### src/dac_ctrl_pkg.sv
// What this block does
// - Command 1100b loads the five channel select bits, bit n for channel n.
// - Write-code goes to register B if the channel's select bit is set, else A.
// - Only channels with their select bit set follow toggle bit and toggle pin.
// - Toggle updates happen on transitions only, never on steady levels.
// - Command 1101b taking the toggle bit from one to zero loads from A.
// - The toggle bit going from zero to one loads selected channels from B.
// - Toggle pin falling edge loads from A, rising edge loads from B.
// - Command 1001b or a low load strobe updates clear bits from A, set from B.
// - Serial output repeats serial input 32 rising edges later, on falling edges.
// - Command 1111b changes nothing; host sends it to unaddressed devices.
// - Serial output is driven only while the select line is low.
// - Echo word is fault status, then command, address and 16 data bits.
// - A 24-bit frame echoes the same layout with only 8 data bits.
// - Fault bits set on detection, shift out next transaction, refresh each one.
// - A fault cleared by an instruction still shows in the next echo, and shows as clear in the one after.
// - Status bits zero to four flag open circuit on the same channel.
// - Status bit five flags overtemperature and engages thermal shutdown.
// - Power limit on high ranges sets bit six and forces range to 100mA.
// - Frame length not 24 or a multiple of 32 sets bit seven, is discarded.
// - Channel select bits reset to zero so writes go to register A.
// - Open-drain fault output pulls low on a fault, released at select rise.
// - Configuration bits disable open, power and thermal checks, pick ext reference.
package dac_ctrl_pkg;
   localparam int CHANNELS = 5;
   localparam int CODE_BITS = 16;
   localparam int FRAME_BITS = 32;
   localparam logic [4:0] SHORT_FRAME_BITS = 5'h18;
   localparam int CMD_MSB = 23;
   localparam int CMD_LSB = 20;
   localparam int ADDR_MSB = 19;
   localparam int ADDR_LSB = 16;
   localparam logic [3:0] CMD_WRITE_CODE = 4'h0;
   localparam logic [3:0] CMD_CONFIG = 4'h7;
   localparam logic [3:0] CMD_UPDATE_ALL = 4'h9;
   localparam logic [3:0] CMD_TOGGLE_SELECT = 4'hC;
   localparam logic [3:0] CMD_GLOBAL_TOGGLE = 4'hD;
   localparam logic [3:0] CMD_NOP = 4'hF;
   localparam int GLOBAL_TOGGLE_POS = 0;
   localparam int CFG_EXT_REF_POS = 0;
   localparam int CFG_THERMAL_OFF_POS = 1;
   localparam int CFG_POWER_OFF_POS = 2;
   localparam int CFG_OPEN_OFF_POS = 3;
   localparam int STAT_OVERTEMP_POS = 5;
   localparam int STAT_POWER_POS = 6;
   localparam int STAT_LENGTH_POS = 7;
   localparam logic [4:0] TOGGLE_SELECT_RESET = 5'h00;
   localparam logic GLOBAL_TOGGLE_RESET = 1'h0;
   localparam logic [3:0] CONFIG_RESET = 4'h0;
   localparam logic [7:0] STATUS_RESET = 8'h00;
   localparam logic [15:0] CODE_RESET = 16'h0000;
   localparam logic [4:0] PIN_SYNC_RESET = 5'h1C;
endpackage

### src/frame_if.sv
`timescale 1ns/10ps
`default_nettype none
interface frame_if;
   logic frame_start;
   logic frame_done;
   logic frame_valid;
   logic [23:0] frame_word;
   logic [7:0] echo_status;
   modport port
   (
      output frame_start,
      output frame_done,
      output frame_valid,
      output frame_word,
      input echo_status
   );
   modport core
   (
      input frame_start,
      input frame_done,
      input frame_valid,
      input frame_word,
      output echo_status
   );
endinterface
`default_nettype wire

### src/input_sync.sv
`timescale 1ns/10ps
`default_nettype none
module input_sync
#(
   parameter int WIDTH = 1,
   parameter logic [WIDTH-1:0] RESET_VALUE = '0
)
(
   input wire logic clk,
   input wire logic srst,
   input wire logic [WIDTH-1:0] async_in,
   output logic [WIDTH-1:0] sync_out
);
   typedef struct packed
   {
      logic [WIDTH-1:0] first;
      logic [WIDTH-1:0] second;
   } sync_state_type;

   sync_state_type st;
   sync_state_type next_st;

   // The first stage feeds only the second stage, never any other logic.
   always_comb
   begin
      next_st.first = async_in;
      next_st.second = st.first;
      if (srst)
      begin
         next_st.first = RESET_VALUE;
         next_st.second = RESET_VALUE;
      end
   end

   always_ff @(posedge clk)
   begin
      st <= next_st;
   end

   assign sync_out = st.second;
endmodule
`default_nettype wire

### src/serial_frame_port.sv
`timescale 1ns/10ps
`default_nettype none
module serial_frame_port
(
   input wire logic clk,
   input wire logic srst,
   input wire logic sck_s,
   input wire logic sdi_s,
   input wire logic select_s,
   frame_if.port fr,
   output logic sdo_out,
   output logic sdo_oe
);
   typedef struct packed
   {
      logic [31:0] shreg;
      logic sdo;
      logic active;
      logic [4:0] count;
      logic seen_full;
      logic sck_prev;
      logic select_prev;
      logic [23:0] prev_word;
      logic start;
      logic done;
      logic valid;
      logic [23:0] word;
   } port_state_type;

   port_state_type st;
   port_state_type next_st;
   logic sck_rise;
   logic sck_fall;
   logic sel_fall;
   logic sel_rise;
   logic len_ok;

   assign sck_rise = sck_s & ~st.sck_prev;
   assign sck_fall = ~sck_s & st.sck_prev;
   assign sel_fall = ~select_s & st.select_prev;
   assign sel_rise = select_s & ~st.select_prev;
   // The counter wraps every 32 bits, so any multiple of 32 ends at zero.
   assign len_ok = (st.count == 5'h00 && st.seen_full)
      || (st.count == dac_ctrl_pkg::SHORT_FRAME_BITS && !st.seen_full);

   always_comb
   begin
      next_st = st;
      next_st.start = 1'h0;
      next_st.done = 1'h0;
      next_st.sck_prev = sck_s;
      next_st.select_prev = select_s;
      if (sel_fall)
      begin
         next_st.shreg = {fr.echo_status, st.prev_word};
         next_st.sdo = fr.echo_status[7];
         next_st.active = 1'h1;
         next_st.count = 5'h00;
         next_st.seen_full = 1'h0;
         next_st.start = 1'h1;
      end
      else if (st.active)
      begin
         if (sck_rise)
         begin
            next_st.shreg = {st.shreg[30:0], sdi_s};
            next_st.count = 5'(st.count + 5'h01);
            if (st.count == 5'h1F)
            begin
               next_st.seen_full = 1'h1;
            end
         end
         if (sck_fall)
         begin
            next_st.sdo = st.shreg[31];
         end
      end
      if (sel_rise && st.active)
      begin
         next_st.active = 1'h0;
         next_st.done = 1'h1;
         next_st.valid = len_ok;
         next_st.word = st.shreg[23:0];
         // A 24-bit instruction and the low 24 bits of a 32-bit one line up.
         if (len_ok)
         begin
            next_st.prev_word = st.shreg[23:0];
         end
      end
      if (srst)
      begin
         next_st = '0;
         next_st.sck_prev = 1'h0;
         next_st.select_prev = 1'h1;
      end
   end

   always_ff @(posedge clk)
   begin
      st <= next_st;
   end

   assign sdo_out = st.sdo;
   assign sdo_oe = st.active;
   assign fr.frame_start = st.start;
   assign fr.frame_done = st.done;
   assign fr.frame_valid = st.valid;
   assign fr.frame_word = st.word;
endmodule
`default_nettype wire

### src/dac_toggle_echo_fault.sv
`timescale 1ns/10ps
`default_nettype none
module dac_toggle_echo_fault
(
   input wire logic clk,
   input wire logic srst,
   input wire logic sck,
   input wire logic sdi,
   input wire logic select_and_load,
   input wire logic toggle_input_pin,
   input wire logic load_all_strobe_n,
   input wire logic [4:0] open_circuit_raw,
   input wire logic overtemp_raw,
   input wire logic [4:0] power_limit_raw,
   input wire logic [4:0] range_high,
   output logic sdo_out,
   output logic sdo_oe,
   output logic fault_out,
   output logic fault_oe,
   output logic [79:0] dac_code,
   output logic [4:0] dac_update,
   output logic [4:0] range_force_low,
   output logic thermal_shutdown,
   output logic open_detect_off,
   output logic power_limit_off,
   output logic thermal_protect_off,
   output logic ext_reference
);
   typedef struct packed
   {
      logic [4:0] channel_toggle_select;
      logic global_toggle_bit;
      logic [3:0] config_bits;
      logic [4:0][15:0] reg_a;
      logic [4:0][15:0] reg_b;
      logic [4:0][15:0] dac;
      logic [4:0] update;
      logic [7:0] fault_status;
      logic fault_active;
      logic [6:0] live_prev;
      logic toggle_prev;
      logic strobe_prev;
   } core_state_type;

   core_state_type st;
   core_state_type next_st;
   frame_if fr();
   logic [4:0] pins_s;
   logic [10:0] detect_s;
   logic [4:0] open_live;
   logic overtemp_live;
   logic [4:0] power_chan;
   logic [6:0] live;
   logic bad_length;
   logic [3:0] cmd;
   logic [3:0] addr;
   logic [15:0] data;
   logic [4:0] load_a;
   logic [4:0] load_b;

   input_sync #(.WIDTH(5), .RESET_VALUE(dac_ctrl_pkg::PIN_SYNC_RESET)) pin_sync
   (
      .clk(clk),
      .srst(srst),
      .async_in({select_and_load, toggle_input_pin, load_all_strobe_n, sck, sdi}),
      .sync_out(pins_s)
   );

   // Detector levels come from analog circuits with no relation to clk.
   input_sync #(.WIDTH(11), .RESET_VALUE(11'h000)) detect_sync
   (
      .clk(clk),
      .srst(srst),
      .async_in({power_limit_raw, overtemp_raw, open_circuit_raw}),
      .sync_out(detect_s)
   );

   serial_frame_port port
   (
      .clk(clk),
      .srst(srst),
      .sck_s(pins_s[1]),
      .sdi_s(pins_s[0]),
      .select_s(pins_s[4]),
      .fr(fr.port),
      .sdo_out(sdo_out),
      .sdo_oe(sdo_oe)
   );

   assign cmd = fr.frame_word[dac_ctrl_pkg::CMD_MSB:dac_ctrl_pkg::CMD_LSB];
   assign addr = fr.frame_word[dac_ctrl_pkg::ADDR_MSB:dac_ctrl_pkg::ADDR_LSB];
   assign data = fr.frame_word[15:0];
   assign fr.echo_status = st.fault_status;

   assign open_live = detect_s[4:0]
      & {5{~st.config_bits[dac_ctrl_pkg::CFG_OPEN_OFF_POS]}};
   assign overtemp_live = detect_s[5]
      & ~st.config_bits[dac_ctrl_pkg::CFG_THERMAL_OFF_POS];
   assign power_chan = detect_s[10:6] & range_high
      & {5{~st.config_bits[dac_ctrl_pkg::CFG_POWER_OFF_POS]}};
   assign live = {|power_chan, overtemp_live, open_live};
   assign bad_length = fr.frame_done & ~fr.frame_valid;

   always_comb
   begin
      next_st = st;
      load_a = 5'h00;
      load_b = 5'h00;
      next_st.toggle_prev = pins_s[3];
      next_st.strobe_prev = pins_s[2];
      next_st.live_prev = live;

      // Instructions only act once the frame has closed with a legal length.
      if (fr.frame_done && fr.frame_valid)
      begin
         case (cmd)
            dac_ctrl_pkg::CMD_WRITE_CODE:
            begin
               if (addr < 4'h5)
               begin
                  if (st.channel_toggle_select[addr[2:0]])
                  begin
                     next_st.reg_b[addr[2:0]] = data;
                  end
                  else
                  begin
                     next_st.reg_a[addr[2:0]] = data;
                  end
               end
            end
            dac_ctrl_pkg::CMD_TOGGLE_SELECT:
            begin
               next_st.channel_toggle_select = data[4:0];
            end
            dac_ctrl_pkg::CMD_GLOBAL_TOGGLE:
            begin
               next_st.global_toggle_bit = data[dac_ctrl_pkg::GLOBAL_TOGGLE_POS];
               if (st.global_toggle_bit && !data[dac_ctrl_pkg::GLOBAL_TOGGLE_POS])
               begin
                  load_a = load_a | st.channel_toggle_select;
               end
               if (!st.global_toggle_bit && data[dac_ctrl_pkg::GLOBAL_TOGGLE_POS])
               begin
                  load_b = load_b | st.channel_toggle_select;
               end
            end
            dac_ctrl_pkg::CMD_UPDATE_ALL:
            begin
               load_a = load_a | ~st.channel_toggle_select;
               load_b = load_b | st.channel_toggle_select;
            end
            dac_ctrl_pkg::CMD_CONFIG:
            begin
               next_st.config_bits = data[3:0];
            end
            dac_ctrl_pkg::CMD_NOP:
            begin
               next_st.update = 5'h00;
            end
            default:
            begin
               next_st.update = 5'h00;
            end
         endcase
      end

      // Toggle pin and strobe act on edges only; a held level does nothing.
      if (st.toggle_prev && !pins_s[3])
      begin
         load_a = load_a | st.channel_toggle_select;
      end
      if (!st.toggle_prev && pins_s[3])
      begin
         load_b = load_b | st.channel_toggle_select;
      end
      if (st.strobe_prev && !pins_s[2])
      begin
         load_a = load_a | ~st.channel_toggle_select;
         load_b = load_b | st.channel_toggle_select;
      end

      // If two sources hit in one cycle, register B wins for that channel.
      for (int i = 0; i < dac_ctrl_pkg::CHANNELS; i++)
      begin
         if (load_b[i])
         begin
            next_st.dac[i] = st.reg_b[i];
         end
         else if (load_a[i])
         begin
            next_st.dac[i] = st.reg_a[i];
         end
      end
      next_st.update = load_a | load_b;

      // A new transaction refreshes the word; live conditions set it again.
      next_st.fault_status = (fr.frame_start ? dac_ctrl_pkg::STATUS_RESET : st.fault_status)
         | {bad_length, live};
      // Clearing at the frame start lets a removed fault read clear next time.
      if (fr.frame_start)
      begin
         next_st.fault_status[dac_ctrl_pkg::STAT_LENGTH_POS] = bad_length;
      end

      // New faults pull the pin low; a select rise frees it, even while hot.
      next_st.fault_active = (fr.frame_done ? 1'h0 : st.fault_active)
         | (|(live & ~st.live_prev)) | bad_length;

      if (srst)
      begin
         next_st = '0;
         next_st.channel_toggle_select = dac_ctrl_pkg::TOGGLE_SELECT_RESET;
         next_st.global_toggle_bit = dac_ctrl_pkg::GLOBAL_TOGGLE_RESET;
         next_st.config_bits = dac_ctrl_pkg::CONFIG_RESET;
         next_st.fault_status = dac_ctrl_pkg::STATUS_RESET;
         next_st.reg_a = {5{dac_ctrl_pkg::CODE_RESET}};
         next_st.reg_b = {5{dac_ctrl_pkg::CODE_RESET}};
         next_st.dac = {5{dac_ctrl_pkg::CODE_RESET}};
         next_st.toggle_prev = 1'h1;
         next_st.strobe_prev = 1'h1;
      end
   end

   always_ff @(posedge clk)
   begin
      st <= next_st;
   end

   assign fault_out = 1'h0;
   assign fault_oe = st.fault_active;
   assign dac_code = st.dac;
   assign dac_update = st.update;
   assign range_force_low = power_chan;
   assign thermal_shutdown = overtemp_live;
   assign open_detect_off = st.config_bits[dac_ctrl_pkg::CFG_OPEN_OFF_POS];
   assign power_limit_off = st.config_bits[dac_ctrl_pkg::CFG_POWER_OFF_POS];
   assign thermal_protect_off = st.config_bits[dac_ctrl_pkg::CFG_THERMAL_OFF_POS];
   assign ext_reference = st.config_bits[dac_ctrl_pkg::CFG_EXT_REF_POS];
endmodule
`default_nettype wire

### config.mk
export PLATFORM = sky130hd
export DESIGN_NAME = dac_toggle_echo_fault
export DESIGN_NICKNAME = d
export VERILOG_FILES = /design/src/dac_ctrl_pkg.sv /design/src/frame_if.sv /design/src/input_sync.sv /design/src/serial_frame_port.sv /design/src/dac_toggle_echo_fault.sv
export SDC_FILE = /design/constraint.sdc
export NUM_CORES = 1
export LEC_CHECK = 0
export ABC_AREA = 1
export ABC_CLOCK_PERIOD_IN_PS = 3650
export BUFFER_PORTS_ARGS = -buffer_cell sky130_fd_sc_hd__buf_2
export CAP_MARGIN = 20
export CORE_AREA = 4 4 173 175
export CTS_BUF_LIST = sky130_fd_sc_hd__clkbuf_8 sky130_fd_sc_hd__clkbuf_16
export DETAILED_ROUTE_END_ITERATION = 8
export DIE_AREA = 0 0 177 179
export GPL_TIMING_DRIVEN = 0
export PLACE_DENSITY = 0.94
export SYNTH_ARGS = -nofsm -noshare
export SYNTH_HDL_FRONTEND = slang
export SYNTH_SLANG_ARGS = --single-unit
### constraint.sdc
create_clock -name clk -period 3.65 [get_ports clk]
set_clock_uncertainty 0.05 [all_clocks]
set_input_delay 0.5475 -clock clk [delete_from_list [all_inputs] [get_ports clk]]
set_output_delay 0.5475 -clock clk [all_outputs]
set_load 0.01 [all_outputs]
==> impl_metrics.ini <==
[finish]
multi_input_area_um2 = 7230
layout.area.seq_um2 = 7970
layout.nets = 2938
final_cell_mix = 640 x nand2_1, 513 x nor2_1, 463 x inv_1
layout_commonest_cell = nand2_1
fill_cells = 2142
layout-drive-gt1-share_pct = 11.4
area_growth_pct = 12.6
final_util_pct = 72.1

[setup_path]
startpoint = port.fr.frame_word[0]
start_kind = flop
rrSetupSlack_ps = 840
arrival_ps = 3190
endpoint = dac_code[11]
crit_buf_inv = 4
reg2reg_depth = 12
crit_top_cell = nand2_1
r2r_start = port.fr.frame_word[0]
cpMaxStageDelayCell = buf_2
cp_data_required_time_ps = 4030
crit_path_max_fanout = 10
r2r_end = dac_code[11]
worstPathCellList = buf_2 > inv_2 > o21ai_1 > nand2_1 > nand2_1 > buf_2 > nand2_2 > clkbuf_1 > nand2_1 > nand2_1 > nor2_1 > nor2_1
path_depth = 12
cp-end-kind = flop
cpPeakStageDelay_ps = 360
cp_top_family = buffers and inverters
crit_type = flop to flop

[grt]
grt_usage_pct = 31.3
grt_pass1_vias = 16500
antenna_found_initial = 0
busiest_layer = met2
grtUsageMet1_pct = 38.1
overflow = 0
met2_usage_pct = 52.4
grt_pass1_wl_um = 80000
grt_max_degree = 15
use_met3_pct = 5.19

[clock_tree]
clkLatencyLatePin_ps = 540
root_buffer = clkbuf_16
post_cts_buffers = 0
cts_buffer_depth = 3
cts_resized = 0
cts_buffers = 39
cts.sinks = 398
path_clk_slew_ps = 60
cts-htree-levels = 2
cts_tree = yes
cts_hold_buf = 0

[place]
io_buffers = 120
post-place-ws_ps = 1050
dp_hpwl_um = 34800
gp_congestion = 0.938

[yosys]
ys_seq_area_share_pct = 43.7
netlist_instances = 2751
synthesis.area_um2 = 18200
ys_ff_latch = 398
ys_warn_count = 0
avgSynthCellArea_um2 = 6.63
synth_fp_nets = 2777
yosysTopAreaCell = dfxtp_1
synth_area_leaders = dfxtp_1 44%, nand2_1 13%, nor2_1 11%, inv_1 9.3%, nand4_1 5.0%
yosysUniqueCellTypes = 30
yosysTopAreaCellShare_pct = 43.7

[sta]
fin_tns_setup_ps = 0
rsz0062_at_grt = no
slew_headroom_pct = 27.6
finalHoldViolCount = 0
finalCriticalPeriod_ps = 2810
fin_crit_sh_pct = 77.0
final_max_slew_viol_count = 0
fin_ws_ps = 841
tightest_slew_ps = 1090
fmax_mhz = 356
holdWs_ps = 132
final-setup-viol-count = 0

[detailed_routing]
vias_per_cell = 5.35
ant_nets = 0
wire_per_inst_um = 15.4
drt_iter0_drc = 2282
dr.pass1.iters = 6
drcViolationCount = 0
route.vias.total = 17800
drt-total-wl_um = 51200

[worst_hold_path]
worstHoldPathCells = 2
hold_class = primary input to flop

[power]
p_per_area_nw_per_um2 = 433
p_leak_nw = 10.7
vdd_drop_max_uv = 397

[floorplanning]
die_w_um = 177
fp.dieH_um = 179
start_util_pct = 64.0
core_area_um2 = 28500
ios = 122
die_area_um2 = 31700
row_count = 62

[job]
maxCapViolCount = 0

[status]
outcome = completed
==> sequential cells by signal (all words and copies together), names as in the netlist, 5 cells and up <==
register,cells
detect_sync.sync_out,11
dac_code,80
pin_sync.st,5
port.fr.frame_word,24
dac_update,5
fr.echo_status,8
port.st,64
detect_sync.st,11
st,175
pin_sync.sync_out,5
==> metal layers <==
| metal | vias to the layer above | part of all wire (%) |
|---|---|---|
| li1 | 8666 | - |
| met4 | 0 | 7.1 |
| met2 | 893 | 45 |
| met1 | 7981 | 37 |
| met3 | 237 | 10 |
| met5 | - | 0 |
==> worst min path at each step <==
stage | slack [ps] | endpoint | startpoint
floorplan | 340 | detect_sync.sync_out[0] | detect_sync.st[11]
global placement | 340 | detect_sync.sync_out[1] | detect_sync.st[12]
detailed placement | 340 | detect_sync.sync_out[4] | detect_sync.st[15]
CTS | 130 | pin_sync.st[7] | load_all_strobe_n
global route | 130 | pin_sync.st[8] | toggle_input_pin
finish | 130 | pin_sync.st[7] | load_all_strobe_n
==> kinds of logic after synthesis <==
family,after synthesis,share of synthesized area (%)
buffers and inverters,704,16.6
other,1,0.0206
AND/OR/NAND/NOR,1481,34.3
adder cells (fa/ha/maj),3,0.206
flip-flops,398,43.7
AO/OA/AOI/OAI,164,5.18
==> cell type report <==
class                           instances  area share (%)
Clock buffer                           48            5.36
Sequential cell                       398            38.8
Buffer                                245            6.38
Tap cell                              384            2.34
Inverter                              459            8.40
Clock inverter                         21           0.518
Multi-Input combinational cell       1649            35.2
Timing Repair Buffer                  120            2.93
Antenna cell                            1          0.0122
==> power by group <==
group          internal (mW)  switching, mW
sequential              4.44         0.0487
combinational          0.226          0.353
clock                   2.13           1.69
total                   6.80           2.09
==> Yosys cell counts <==
cell type and count:
nand2_1 640, nor2_1 513, inv_1 453, dfxtp_1 398
nand4_1 146, nand3_1 113, clkbuf_1 100, buf_4 89
a21oi_1 51, o21ai_0 48, buf_2 44, nor3_1 32
o22ai_1 26, a211oi_1 25, nand3b_1 17, buf_1 12
or2_2 9, a311oi_1 6, nor2_2 5, o21ai_1 4
a31oi_1 3, clkinv_1 3, ha_1 3, inv_2 3
nand3_2 2, nor3_2 2, conb_1 1, nand2_2 1
nor3_4 1, o211ai_1 1
==> through the flow <==
step                power (mW)  instance area (um^2)  std cells
floorplan                 4.97                 18200       2751
global placement          5.12                 19300       3255
detailed placement        5.15                 19300       3255
CTS                       8.89                 20500       3324
global route              9.15                 20500       3324
finish                    8.89                 20500       3325
Power figures use the tool's default switching activity.
